[src/rtl/smt_pkg.sv]
// smt_pkg: shared constants and types of the smbus master transfer engine
// assumes: a 50 MHz system clock and an open-drain two-wire bus outside
package smt_pkg;

   // register map and reset values
   localparam logic [7:0] SMT_DATA_ADDR  = 8'hc2;  // serial_data_byte_reg
   localparam logic [7:0] SMT_DATA_RESET = 8'h00;

   // direction bit carried in the lsb of the address byte
   localparam logic SMT_DIR_WRITE = 1'b0;
   localparam logic SMT_DIR_READ  = 1'b1;

   // bus timing: least half period of the serial clock
   localparam int SMT_CLK_PERIOD_NS = 20;
   localparam int SMT_SCL_HALF_NS   = 80;
   localparam int SMT_SCL_HALF_CYC  =
      ((SMT_SCL_HALF_NS + SMT_CLK_PERIOD_NS - 1) / SMT_CLK_PERIOD_NS < 1) ? 1 :
      (SMT_SCL_HALF_NS + SMT_CLK_PERIOD_NS - 1) / SMT_CLK_PERIOD_NS;

   // operating mode: bit 1 is master, bit 0 is transmitter
   typedef enum logic [1:0] {
      SMT_MODE_SR = 2'b00,
      SMT_MODE_ST = 2'b01,
      SMT_MODE_MR = 2'b10,
      SMT_MODE_MT = 2'b11
   } smt_mode_t;

   // sequencer states
   typedef enum logic [3:0] {
      SMT_ST_IDLE     = 4'b0000,
      SMT_ST_START    = 4'b0001,
      SMT_ST_HOLD     = 4'b0010,
      SMT_ST_NEXT     = 4'b0011,
      SMT_ST_BIT_LO   = 4'b0100,
      SMT_ST_BIT_HI   = 4'b0101,
      SMT_ST_ACK_REQUEST_FLAG    = 4'b0110,
      SMT_ST_ACK_LO   = 4'b0111,
      SMT_ST_ACK_HI   = 4'b1000,
      SMT_ST_STOP_LO  = 4'b1001,
      SMT_ST_STOP_HI  = 4'b1010,
      SMT_ST_STOP_END = 4'b1011,
      SMT_ST_RS_LO    = 4'b1100,
      SMT_ST_RS_HI    = 4'b1101
   } smt_state_t;

endpackage

[src/rtl/smt_engine.sv]
// smt_engine: byte-oriented two-wire master transfer engine with data register
// assumes: open-drain pins resolved outside; control bits come as plain ports
//
// Operation
// - exactly one of four modes: master/slave transmitter/receiver at any time
// - start makes master; master held until arbitration loss or generated stop
// - byte_done_flag set at end of every byte frame
// - receive interrupt before ack without hw_ack_enable, after ack with it
// - transmit interrupt always after the ack cycle
// - master write: start, then address byte with direction bit 0
// - master read: start, then address byte with direction bit 1
// - write sends data bytes after address; slave acks each
// - write ends with stop once stop_request_bit set
// - no data write after transmitter interrupt turns master receiver
// - master read drives clock and samples data; slave sends bytes
// - no hw ack: set ack_request_flag, interrupt, then drive software ack value
// - hw ack: device drives ack/nack itself, then posts interrupt
// - hw ack uses ack bit value held when byte arrives
// - ack bit 1 drives acknowledge, 0 drives not-acknowledge
// - master receiver ends after stop_request_bit and generated stop
// - data write while master receiver turns master transmitter
// - bytes shift msb first; first received bit lands in msb
// - hw_ack_enable selects automatic acknowledge, else firmware acknowledges
`timescale 1ns/10ps
`default_nettype none
module smt_engine #(
   parameter int HALF_CYC = smt_pkg::SMT_SCL_HALF_CYC
) (
   // clock, reset, clock enable
   input  wire logic       mclk_i,
   input  wire logic       reset_n_i,
   input  wire logic       ce_i,
   // special-function register port
   input  wire logic [7:0] sfr_addr_i,
   input  wire logic       sfr_wr_i,
   input  wire logic [7:0] sfr_wdata_i,
   output logic      [7:0] sfr_rdata_o,
   // control bits
   input  wire logic       enable_i,
   input  wire logic       hw_ack_enable_i,
   input  wire logic       start_set_i,
   input  wire logic       stop_set_i,
   input  wire logic       ack_wr_i,
   input  wire logic       ack_val_i,
   input  wire logic       done_clear_i,
   // status bits
   output logic            byte_done_flag_o,
   output logic            ack_request_flag_o,
   output logic            stop_request_bit_o,
   output logic            master_o,
   output logic            tx_mode_o,
   output logic            ack_bit_o,
   output logic            arb_lost_o,
   // open-drain bus pins
   input  wire logic       scl_i,
   output logic            scl_o,
   output logic            scl_oe_o,
   input  wire logic       sda_i,
   output logic            sda_o,
   output logic            sda_oe_o
);

   ////////////////////////////////////////////////////////////////////////
   // declarations
   localparam logic [7:0] HALF_LAST = 8'(HALF_CYC - 1);

   smt_pkg::smt_state_t state;
   smt_pkg::smt_mode_t  mode;
   logic [7:0] data;        // serial_data_byte_reg, also the shift register
   logic [7:0] cnt;         // half-period counter
   logic [2:0] bitn;        // bit index within the byte
   logic       scl_low;
   logic       sda_low;
   logic       pin_level;   // level driven while an enable is high
   logic       tx;          // current byte is transmitted
   logic       addr_byte;   // current byte follows a start
   logic       wrote;       // data register written since last interrupt
   logic       start_pend;
   logic       stop_pend;
   logic       ack_bit;
   logic       ack_request_flag;
   logic       done_set_q;  // one-cycle request to set byte_done_flag
   logic       done_flag;
   logic       arb_lost;
   logic       scl_s;
   logic       sda_s;
   logic       half_done;
   logic       data_wr;

   ////////////////////////////////////////////////////////////////////////
   // pin synchronisers
   smt_sync #(
      .WIDTH (2)
   ) u_sync (
      .mclk_i    (mclk_i),
      .reset_n_i (reset_n_i),
      .ce_i      (ce_i),
      .async_i   ({scl_i, sda_i}),
      .sync_o    ({scl_s, sda_s})
   );

   // shared decodes
   assign half_done = (cnt == HALF_LAST);
   assign data_wr   = sfr_wr_i && (sfr_addr_i == smt_pkg::SMT_DATA_ADDR);

   ////////////////////////////////////////////////////////////////////////
   // interrupt flag: set by the sequencer, cleared by software, set wins
   always_ff @(posedge mclk_i or negedge reset_n_i) begin
      if (!reset_n_i) begin
         done_flag <= 1'b0;
      end else if (ce_i) begin
         if (done_set_q) begin
            done_flag <= 1'b1;
         end else if (done_clear_i) begin
            done_flag <= 1'b0;
         end
      end
   end

   ////////////////////////////////////////////////////////////////////////
   // register read port and output staging
   always_ff @(posedge mclk_i or negedge reset_n_i) begin
      if (!reset_n_i) begin
         sfr_rdata_o <= 8'h00;
         pin_level   <= 1'b0;
      end else if (ce_i) begin
         sfr_rdata_o <= (sfr_addr_i == smt_pkg::SMT_DATA_ADDR) ? data : 8'h00;
         pin_level   <= 1'b0;
      end
   end

   assign scl_o              = pin_level;
   assign sda_o              = pin_level;
   assign scl_oe_o           = scl_low;
   assign sda_oe_o           = sda_low;
   assign byte_done_flag_o   = done_flag;
   assign ack_request_flag_o = ack_request_flag;
   assign stop_request_bit_o = stop_pend;
   assign master_o           = mode[1];
   assign tx_mode_o          = mode[0];
   assign ack_bit_o          = ack_bit;
   assign arb_lost_o         = arb_lost;

   ////////////////////////////////////////////////////////////////////////
   // software requests; a hardware clear of wrote in the same cycle loses to the set, the ack capture beats an ack write
   always_ff @(posedge mclk_i or negedge reset_n_i) begin
      if (!reset_n_i) begin
         wrote   <= 1'b0;
         ack_bit <= 1'b0;
      end else if (ce_i) begin
         if (data_wr && (done_flag || state == smt_pkg::SMT_ST_IDLE)) begin
            wrote <= 1'b1;
         end else if (state == smt_pkg::SMT_ST_NEXT) begin
            wrote <= 1'b0;
         end
         if (state == smt_pkg::SMT_ST_ACK_HI && half_done && scl_s && tx) begin
            ack_bit <= ~sda_s; // received acknowledge shows in the ack bit
         end else if (ack_wr_i) begin
            ack_bit <= ack_val_i;
         end
      end
   end

   ////////////////////////////////////////////////////////////////////////
   // sequencer: start, bits, acknowledge, stop, repeated start
   always_ff @(posedge mclk_i or negedge reset_n_i) begin
      if (!reset_n_i) begin
         state      <= smt_pkg::SMT_ST_IDLE;
         mode       <= smt_pkg::SMT_MODE_SR;
         data       <= smt_pkg::SMT_DATA_RESET;
         cnt        <= 8'h00;
         bitn       <= 3'h0;
         scl_low    <= 1'b0;
         sda_low    <= 1'b0;
         tx         <= 1'b0;
         addr_byte  <= 1'b0;
         start_pend <= 1'b0;
         stop_pend  <= 1'b0;
         ack_request_flag      <= 1'b0;
         done_set_q <= 1'b0;
         arb_lost   <= 1'b0;
      end else if (ce_i) begin
         done_set_q <= 1'b0;
         cnt        <= half_done ? 8'h00 : cnt + 8'h01;
         if (start_set_i) begin
            start_pend <= 1'b1;
         end
         if (stop_set_i) begin
            stop_pend <= 1'b1;
         end
         if (data_wr && done_flag) begin
            data <= sfr_wdata_i;
         end
         unique case (state)
            smt_pkg::SMT_ST_IDLE: begin
               cnt <= 8'h00;
               if (data_wr) begin
                  data <= sfr_wdata_i;
               end
               if (start_pend && enable_i && scl_s && sda_s) begin
                  sda_low  <= 1'b1;
                  arb_lost <= 1'b0;
                  state    <= smt_pkg::SMT_ST_START;
               end else if (stop_pend && !start_pend && !stop_set_i) begin
                  stop_pend <= 1'b0; // nothing to stop
               end
            end
            smt_pkg::SMT_ST_START: begin
               if (half_done) begin
                  scl_low    <= 1'b1;
                  mode       <= smt_pkg::SMT_MODE_MT;
                  start_pend <= start_set_i;
                  addr_byte  <= 1'b1;
                  done_set_q <= 1'b1;
                  state      <= smt_pkg::SMT_ST_HOLD;
               end
            end
            smt_pkg::SMT_ST_HOLD: begin
               cnt     <= 8'h00;
               sda_low <= 1'b0;
               if (!done_flag && !done_set_q) begin
                  state <= smt_pkg::SMT_ST_NEXT;
               end
            end
            smt_pkg::SMT_ST_NEXT: begin
               cnt <= 8'h00;
               if (stop_pend) begin
                  sda_low <= 1'b1;
                  state   <= smt_pkg::SMT_ST_STOP_LO;
               end else if (start_pend) begin
                  sda_low <= 1'b0;
                  state   <= smt_pkg::SMT_ST_RS_LO;
               end else begin
                  // a written byte is sent, otherwise one is received
                  tx      <= wrote;
                  mode    <= wrote ? smt_pkg::SMT_MODE_MT : smt_pkg::SMT_MODE_MR;
                  sda_low <= 1'b0;
                  bitn    <= 3'h7;
                  state   <= smt_pkg::SMT_ST_BIT_LO;
               end
            end
            smt_pkg::SMT_ST_BIT_LO: begin
               if (cnt == 8'h00) begin
                  sda_low <= tx ? ~data[7] : 1'b0;
               end
               if (half_done) begin
                  scl_low <= 1'b0;
                  state   <= smt_pkg::SMT_ST_BIT_HI;
               end
            end
            smt_pkg::SMT_ST_BIT_HI: begin
               if (!scl_s) begin
                  cnt <= 8'h00; // slave stretching the clock
               end else if (half_done) begin
                  data <= {data[6:0], sda_s};
                  if (tx && !sda_low && !sda_s) begin
                     // lost arbitration: release the bus as slave
                     arb_lost <= 1'b1;
                     sda_low  <= 1'b0;
                     mode     <= smt_pkg::SMT_MODE_SR;
                     state    <= smt_pkg::SMT_ST_IDLE;
                  end else begin
                     scl_low <= 1'b1;
                     bitn    <= bitn - 3'h1;
                     if (bitn != 3'h0) begin
                        state <= smt_pkg::SMT_ST_BIT_LO;
                     end else if (!tx && !hw_ack_enable_i) begin
                        ack_request_flag      <= 1'b1;
                        done_set_q <= 1'b1;
                        state      <= smt_pkg::SMT_ST_ACK_REQUEST_FLAG;
                     end else begin
                        state <= smt_pkg::SMT_ST_ACK_LO;
                     end
                  end
               end
            end
            smt_pkg::SMT_ST_ACK_REQUEST_FLAG: begin
               cnt     <= 8'h00;
               sda_low <= 1'b0;
               if (!done_flag && !done_set_q) begin
                  ack_request_flag <= 1'b0;
                  state <= smt_pkg::SMT_ST_ACK_LO;
               end
            end
            smt_pkg::SMT_ST_ACK_LO: begin
               if (cnt == 8'h00) begin
                  sda_low <= tx ? 1'b0 : ack_bit;
               end
               if (half_done) begin
                  scl_low <= 1'b0;
                  state   <= smt_pkg::SMT_ST_ACK_HI;
               end
            end
            smt_pkg::SMT_ST_ACK_HI: begin
               if (!scl_s) begin
                  cnt <= 8'h00;
               end else if (half_done) begin
                  scl_low   <= 1'b1;
                  addr_byte <= 1'b0;
                  if (addr_byte && tx) begin
                     // direction bit of the address byte picks the mode
                     mode <= (data[0] == smt_pkg::SMT_DIR_READ) ?
                             smt_pkg::SMT_MODE_MR : smt_pkg::SMT_MODE_MT;
                  end
                  if (tx || hw_ack_enable_i) begin
                     done_set_q <= 1'b1;
                     state      <= smt_pkg::SMT_ST_HOLD;
                  end else begin
                     state <= smt_pkg::SMT_ST_NEXT;
                  end
               end
            end
            smt_pkg::SMT_ST_STOP_LO: begin
               if (half_done) begin
                  scl_low <= 1'b0;
                  state   <= smt_pkg::SMT_ST_STOP_HI;
               end
            end
            smt_pkg::SMT_ST_STOP_HI: begin
               if (!scl_s) begin
                  cnt <= 8'h00;
               end else if (half_done) begin
                  sda_low <= 1'b0;
                  state   <= smt_pkg::SMT_ST_STOP_END;
               end
            end
            smt_pkg::SMT_ST_STOP_END: begin
               if (half_done) begin
                  mode      <= smt_pkg::SMT_MODE_SR;
                  stop_pend <= stop_set_i;
                  state     <= smt_pkg::SMT_ST_IDLE;
               end
            end
            smt_pkg::SMT_ST_RS_LO: begin
               if (half_done) begin
                  scl_low <= 1'b0;
                  state   <= smt_pkg::SMT_ST_RS_HI;
               end
            end
            smt_pkg::SMT_ST_RS_HI: begin
               if (!scl_s) begin
                  cnt <= 8'h00;
               end else if (half_done) begin
                  sda_low <= 1'b1;
                  state   <= smt_pkg::SMT_ST_START;
               end
            end
            default: begin
               state <= smt_pkg::SMT_ST_IDLE;
            end
         endcase
      end
   end

   ////////////////////////////////////////////////////////////////////////
   // checks
   idle_slave_a: assert property (@(posedge mclk_i) disable iff (!reset_n_i)
      state == smt_pkg::SMT_ST_IDLE |-> !mode[1])
      else $error("master mode while idle");

   master_entry_a: assert property (@(posedge mclk_i) disable iff (!reset_n_i)
      $rose(mode[1]) |-> $past(state) == smt_pkg::SMT_ST_START)
      else $error("master mode entered without a start");

   tx_irq_a: assert property (@(posedge mclk_i) disable iff (!reset_n_i || !ce_i)
      (state == smt_pkg::SMT_ST_ACK_HI && half_done && scl_s && tx)
      |=> done_set_q ##1 done_flag)
      else $error("transmit interrupt missing after ack");

   hw_ack_irq_a: assert property (@(posedge mclk_i) disable iff (!reset_n_i || !ce_i)
      (state == smt_pkg::SMT_ST_ACK_HI && half_done && scl_s && !tx && hw_ack_enable_i)
      |=> done_set_q && state == smt_pkg::SMT_ST_HOLD)
      else $error("hardware ack interrupt not after ack");

   ack_request_a: assert property (@(posedge mclk_i) disable iff (!reset_n_i || !ce_i)
      (state == smt_pkg::SMT_ST_BIT_HI && half_done && scl_s && !tx && bitn == 3'h0
       && !hw_ack_enable_i) |=> ack_request_flag && done_set_q ##1 done_flag && scl_low)
      else $error("ack request not raised before ack");

   ack_drive_a: assert property (@(posedge mclk_i) disable iff (!reset_n_i)
      (state == smt_pkg::SMT_ST_ACK_LO && !tx && cnt == 8'h01) |-> sda_low == ack_bit)
      else $error("ack value not driven");

   msb_first_a: assert property (@(posedge mclk_i) disable iff (!reset_n_i)
      (state == smt_pkg::SMT_ST_BIT_LO && tx && bitn == 3'h7 && cnt == 8'h01)
      |-> sda_low == !data[7])
      else $error("first bit is not the msb");

   clock_held_a: assert property (@(posedge mclk_i) disable iff (!reset_n_i)
      done_flag |-> scl_low)
      else $error("clock released while interrupt pending");

   stop_exit_a: assert property (@(posedge mclk_i) disable iff (!reset_n_i || !ce_i)
      (state == smt_pkg::SMT_ST_STOP_END && half_done)
      |=> !mode[1] && state == smt_pkg::SMT_ST_IDLE)
      else $error("master mode kept after stop");

   mode_switch_a: assert property (@(posedge mclk_i) disable iff (!reset_n_i || !ce_i)
      (state == smt_pkg::SMT_ST_NEXT && !stop_pend && !start_pend)
      |=> (mode == smt_pkg::SMT_MODE_MT) == $past(wrote))
      else $error("mode change does not follow data write");

endmodule
`default_nettype wire

[src/rtl/smt_sync.sv]
// smt_sync: two-stage synchroniser for a group of asynchronous inputs
// assumes: inputs may change at any time relative to mclk_i
`timescale 1ns/10ps
`default_nettype none
module smt_sync #(
   parameter int WIDTH = 2
) (
   // clock and reset
   input  wire logic             mclk_i,
   input  wire logic             reset_n_i,
   input  wire logic             ce_i,
   // asynchronous in, synchronised out
   input  wire logic [WIDTH-1:0] async_i,
   output logic      [WIDTH-1:0] sync_o
);

   ////////////////////////////////////////////////////////////////////////
   // one two-flop chain per bit; idle bus level is high
   genvar g;
   generate
      for (g = 0; g < WIDTH; g++) begin : g_bit
         logic stage1;
         always_ff @(posedge mclk_i or negedge reset_n_i) begin
            if (!reset_n_i) begin
               stage1    <= 1'b1;
               sync_o[g] <= 1'b1;
            end else if (ce_i) begin
               stage1    <= async_i[g];
               sync_o[g] <= stage1;
            end
         end
      end
   endgenerate

endmodule
`default_nettype wire

[config.mk]
export PLATFORM = sky130hd
export DESIGN_NAME = smt_engine
export DESIGN_NICKNAME = d
export VERILOG_FILES = /design/src/rtl/smt_pkg.sv /design/src/rtl/smt_engine.sv /design/src/rtl/smt_sync.sv
export SDC_FILE = /design/constraint.sdc
export NUM_CORES = 1
export LEC_CHECK = 0
export BUFFER_PORTS_ARGS = -buffer_cell sky130_fd_sc_hd__buf_2
export CELL_PAD_IN_SITES_DETAIL_PLACEMENT = 1
export CELL_PAD_IN_SITES_GLOBAL_PLACEMENT = 2
export CORE_ASPECT_RATIO = 2
export CORE_MARGIN = 4
export CORE_UTILIZATION = 35
export DETAILED_ROUTE_END_ITERATION = 10
export PLACE_DENSITY = 0.81
export SYNTH_ARGS = -nofsm -noshare
export SYNTH_HDL_FRONTEND = slang
export SYNTH_SLANG_ARGS = --single-unit
[constraint.sdc]
create_clock -name mclk_i -period 2.89 [get_ports mclk_i]
set_input_delay 0.289 -clock mclk_i [delete_from_list [all_inputs] [get_ports mclk_i]]
set_output_delay 0.289 -clock mclk_i [all_outputs]
set_load 0.1 [all_outputs]
**After elaboration in Yosys (flattened, before gate mapping)**

Cells that the tools add are included.

- Bits in registers: 49
- Latch bits: 0
- RAM bits: 0
- ROM bits: 0
- Input bits: 29
- Output and inout bits: 19
- Logic and storage cells: 234
- Memories kept: 0

- $add $sub $neg: 2
- Multiply operators: 0
- Div/mod/pow operators: 0
- Magnitude comparators: 0
- Equality and inequality tests: 42
- Shift operators: 0
- Multiplexer cells: 109
- Bitwise gates (word level): 4
- Reduce and logical (&&, ||, !) cells: 55

Operator list:

| cell | number |
|---|---|
| 4-bit 2-to-1 mux | 19 |
| 8-bit 2-to-1 mux | 7 |
| 4-bit case mux with 14 select lines | 1 |
| 1-bit 2-to-1 mux | 54 |
| 2-bit inequality test (second input constant) | 20 |
| 8-bit case mux with 2 select lines | 2 |
| 4-bit equality test (second input constant) | 6 |
| 12-bit AND reduction | 2 |
| 2-bit 2-to-1 mux | 11 |
| 3-bit 2-to-1 mux | 6 |
| 18-bit AND reduction | 1 |
| 4-bit by 3-bit equality test with 1-bit output (second input constant) | 4 |
| 1-bit logical AND | 16 |
| 2-bit by 1-bit inequality test with 1-bit output (second input constant) | 7 |
| 7-bit AND reduction | 2 |
| 2-bit nonzero test | 7 |
| 4-bit OR reduction | 3 |
| 2-bit case mux with 5 select lines | 1 |
| 8-bit by 1-bit adder with 8-bit output (second input constant) | 1 |
| 4-bit by 2-bit equality test with 1-bit output (second input constant) | 2 |
| 8-bit by 2-bit equality test with 1-bit output (second input constant) | 1 |
| 8-bit equality test (second input constant) | 1 |
| 1-bit logical NOT | 8 |
| 8-bit logical NOT | 1 |
| 20 further kinds | 29 |

**Logic depth before layout (Yosys ltp)**

- Depth after elaboration: 8
- Mapped depth: 8
- Gate-level depth less buffers: 6

**Modules after synthesis**

A second synthesis with hierarchy kept.

- Cell total of the unflattened synthesis: 347
- Area, all modules: 3,158.0 µm²

Modules (own cells, without submodules):

| module | instances | cells each | area each (µm²) | seq. area each (µm²) |
|---|---|---|---|---|
| smt_engine | 1 | 339 | 3,007.9 | 1,126.1 |
| smt_sync | 1 | 8 | 150.1 | 105.1 |

**Least setup slack after synthesis**

No wires, ideal clock.

- Kind: register to register
- From: register sda_low, in the netlist sda_oe_o
- To: register mode[0]
- Setup time: 128 ps
- Arrival: 2,259 ps
- Data required time: 2,762 ps
- Path slack: 503 ps
- Cell stages (with the launch flop): 5
- Buffers on the path: 0
- Clock period less this slack: 2,387 ps
- Cells stage by stage: dfrtp_1 > nor3b_1 > a221oi_1 > a2111oi_4 > mux2_1

- Word-level cells in the longest chain between the ends: 5

Ends and longest elaborated chain:

| what | line | text |
|---|---|---|
| start, declared | smt_engine.sv:73 | `logic sda_low;` |
| start signal, assigned | smt_engine.sv:244 | `sda_low <= tx ? ~data[7] : 1'b0;` |
| start signal, assigned | smt_engine.sv:287 | `sda_low <= tx ? 1'b0 : ack_bit;` |
| 1-bit logical NOT | smt_engine.sv:256 | `if (tx && !sda_low && !sda_s) begin` |
| 1-bit logical AND (2 in series) | smt_engine.sv:256 |  |
| 2-bit inequality test (no source line) | -- |  |
| 12-bit AND reduction (no source line) | -- |  |
| end signal, assigned | smt_engine.sv:236 | `mode <= wrote ? smt_pkg::SMT_MODE_MT : smt_pkg::SMT_MODE_MR;` |
| end signal, assigned | smt_engine.sv:260 | `mode <= smt_pkg::SMT_MODE_SR;` |
| end signal, assigned | smt_engine.sv:302 | `mode <= (data[0] == smt_pkg::SMT_DIR_READ) ?` |
| end, declared | smt_engine.sv:68 | `smt_pkg::smt_mode_t mode;` |

Every way passes these cells.
A chain may end at the register's enable or synchronous reset.

**Final worst setup path**

- From: register cnt[0]
- To: register mode[1]

- Word-level cells in the longest chain between the ends: 3
- Elaborated cells between the ends (all ways): 6
- Classes of those cells: eq/ne (5); reduce/logical (1)

Ends and longest elaborated chain:

| what | line | text |
|---|---|---|
| start, declared | smt_engine.sv:70 | `logic [7:0] cnt;` |
| start signal, assigned | smt_engine.sv:184 | `cnt <= half_done ? 8'h00 : cnt + 8'h01;` |
| 8-bit by 2-bit equality test with 1-bit output * | smt_engine.sv:103 | `assign half_done = (cnt == HALF_LAST);` |
| 2-bit inequality test (no source line) | -- |  |
| 12-bit AND reduction (no source line) * | -- |  |
| end signal, assigned | smt_engine.sv:169 | `mode <= smt_pkg::SMT_MODE_SR;` |
| end signal, assigned | smt_engine.sv:211 | `mode <= smt_pkg::SMT_MODE_MT;` |
| end signal, assigned | smt_engine.sv:236 |  |

Mark *: on every way between the ends. The rest lies on a longest branch, timed or not.

==> impl_metrics.env <==
export IMPL_areaGrowthSynthToFinish_pct=17.5
export IMPL_min_path_type="input port to async pin"
export IMPL_grtUsageMet2=0.378
export IMPL_final_fill_count=1040
export IMPL_setup_viol=0
export IMPL_grt_max_degree=27
export IMPL_ant_nets=0
export IMPL_die_w_um=74.2
export IMPL_arrival_ps=2720
export IMPL_finalCritPeriodShare=0.879
export IMPL_synthFlopType="dfrtp_1"
export IMPL_vias_per_cell=5.91
export IMPL_crit_path_max_fanout=8
export IMPL_grt_setup_unrepaired="false"
export IMPL_vias=2882
export IMPL_cts_tree="built"
export IMPL_drt_iter0_drc=199
export IMPL_cts_resized=0
export IMPL_clockBufferDepth=2
export IMPL_yosysSeqAreaShare=0.402
export IMPL_syn_area_sq_um=3060
export IMPL_pwr_share_comb=0.459
export IMPL_pwr_share_clk=0.215
export IMPL_cts_setup_buffers=0
export IMPL_seq_power_share=0.326
export IMPL_grt_pass1_vias=3160
export IMPL_grt_busiest_layer="met2"
export IMPL_num_rows=48
export IMPL_die_h_um=140
export IMPL_power_density_nw_per_um2=784
export IMPL_slew_violations=0
export IMPL_grtUsageTotal=0.217
export IMPL_swShare=0.458
export IMPL_p_leak_nw=1.63
export IMPL_power_switching_mw=1.29
export IMPL_cp_end_kind="register"
export IMPL_cts_made_buffers=5
export IMPL_max_freq_ghz=0.393
export IMPL_ir_worst_vdd_mv=0.320
export IMPL_cp_cell_sequence="ha_1 > nor3b_2 > nand2_1 > o221a_1 > a2111oi_4 > mux2_1"
export IMPL_routed_wirelength_mm=10.5
export IMPL_nets=420
export IMPL_h_tree_depth=2
export IMPL_yosys_warnings=0
export IMPL_antenna_found_initial=0
export IMPL_cts_sinks=49
export IMPL_ios=48
export IMPL_clkLatencyLatePin_ps=290
export IMPL_hold_ws_ps=-10.0
export IMPL_p_int_mw=1.53
export IMPL_grt_pass1_wl_mm=17.0
export IMPL_gp_congestion=0.925
export IMPL_firstDrtPassIters=4
export IMPL_hold_violations=5
export IMPL_dieArea_sq_um=10400
export IMPL_slowest_delay_ps=430
export IMPL_max_cap_violations=0
export IMPL_skew_ps=5.28
export IMPL_start_util=0.357
export IMPL_place_area_sq_um=3450
export IMPL_timing_worst_slew_pin_value_ps=599
export IMPL_crit_type="register to register"
export IMPL_crit_required_ps=3070
export IMPL_core_area_sq_um=8590
export IMPL_clkSlewWorstSetupHoldPaths_ps=70
export IMPL_use_met1=0.225
export IMPL_drc=0
export IMPL_fin_area_sq_um=3600
export IMPL_ys_seq_elements=49
export IMPL_slowest_stage="dfrtp_1"
export IMPL_layout_drive_gt1_share=0.235
export IMPL_antenna_cells=0
export IMPL_synth_edff_count=0
export IMPL_dp_hpwl_mm=8.14
export IMPL_ctsHoldBuffers=0
export IMPL_relSlewSlack=0.601
export IMPL_wire_per_inst_um=21.5
export IMPL_synth_cells=339
export IMPL_async_flop_share=1.00
export IMPL_met3_usage=0.0287
export IMPL_min_period_ps=2540
export IMPL_overflow=0
export IMPL_status="finished, violations left"
export IMPL_violations="negative hold slack"
export IMPL_cts_root_buf="clkbuf_16"
export IMPL_port_buffers=45
export IMPL_finalSetupTns_ps=0
export IMPL_crit_path_start_kind="register"
export IMPL_synth_area_per_cell_sq_um=9.04
export IMPL_synth_cell_types=70
## flip-flops by register name (all words and copies together), names as in the netlist, 2 cells and up
name                 count
state                    4
mode                     2
u_sync.g_bit.stage1      2
sfr_rdata_o              8
u_sync.sync_o            2
cnt                      8
data                     8
bitn                     3
## critical path, delay by kind of cell, from the launching register on
kind / cells / cell delay (ps)
compound gates: 2 / 720
simple gates: 2 / 630
flops: 1 / 430
mux: 1 / 360
fa+ha+maj: 1 / 280
## power groups by stage
stage	logic [mW]	clock network, mW	registers (mW)
2_1_floorplan	0.725	0	1.07
3_3_place_gp	1.28	0	0.922
3_5_place_dp	1.28	0	0.928
4_1_cts	1.29	0.621	0.918
5_1_grt	1.39	0.651	0.936
6_report	1.29	0.607	0.920
## stage by stage
step	hold WS [ps]	total power [mW]	std cells	setup WS, ps	util
global route	31.2	2.98	488	151	0.419
finish	-10.0	2.82	488	349	0.419
detailed placement	334	2.21	480	366	0.402
CTS	8.93	2.83	488	359	0.419
floorplan	-6.59	1.79	340	503	-
global placement	321	2.20	480	480	0.402
## layer usage
layer	wire length, um	part of all wire
met4	860	0.082
met3	331	0.032
met1	3700	0.35
met5	0	0
met2	5590	0.53
## cell type report
| type | instances | area, sq um | share of cell area |
|---|---|---|---|
| clock buffer | 5 | 125 | 0.0348 |
| timing repair buffer | 62 | 353 | 0.0980 |
| clock inverter | 3 | 21.3 | 0.00591 |
| sequential | 49 | 1230 | 0.342 |
| multi-input combinational | 248 | 1670 | 0.463 |
| tap | 100 | 125 | 0.0348 |
| inverter | 21 | 78.8 | 0.0219 |
## cells by family after synthesis
logic type,share of synthesized area
AND/OR/NAND/NOR,0.220
AO/OA/AOI/OAI,0.216
flip-flops,0.402
buffers and inverters,0.0556
multiplexers,0.0658
XOR/XNOR,0.0200
adder cells (fa/ha/maj),0.0196
other,0.00122
## Yosys cell counts (all sizes together) (3+ instances only)
library cell  instances  area (sq um)
a21o                  3          22.5
a21oi                10          50.1
a221o                 8          80.1
a22o                  5          43.8
a31oi                 3          18.8
and3                  6          37.5
buf                   6          31.3
clkbuf               16          60.1
dfrtp                45          1130
dfstp                 4           105
ha                    4          50.1
inv                  21          78.8
mux2                  9           101
mux2i                10           100
nand2                38           143
nand3                 7          35.0
nand4                 5          31.3
nor2                 27           101
nor2b                 4          25.0
nor3                 13          65.1
nor4                  7          71.3
o21ai                24           120
o221ai                3          26.3
o22ai                 4          25.0
o2bb2ai               7          61.3
xnor2                 3          26.3
xor2                  4          35.0
## cells in the final DEF, fill, tap and decap left out, drive strengths merged, types with 3 or more instances in the layout
cell,synthesis,final
a221o,8,8
a22o,5,5
and3,6,6
a31oi,3,3
buf,6,62
xor2,4,4
o21ai,24,24
ha,4,4
clkbuf,16,5
mux2i,10,10
nor2b,4,4
o22ai,4,4
inv,21,22
dfrtp,45,45
o2bb2ai,7,7
nor4,7,7
nand3,7,7
mux2,9,9
o221ai,3,3
nand2,38,38
nor2,27,27
nor3,13,13
a21o,3,3
xnor2,3,3
nand4,5,5
dfstp,4,4
a21oi,10,10
## path summary, 6_finish.rpt
path                       startpoint                      to  cells after the start  slack, ps
min reg2reg                   mode[0]                 mode[0]                      1        490
max                            cnt[0]                 mode[1]                      6        350
min                         reset_n_i                 mode[1]                      1        -10
max in group asynchronous   reset_n_i        u_sync.sync_o[0]                      2       2050
max reg2reg                    cnt[0]                 mode[1]                      6        350
min in group mclk_i             sda_i  u_sync.g_bit[0].stage1                      2        220
Note: power is estimated with default switching activity, not from simulation.
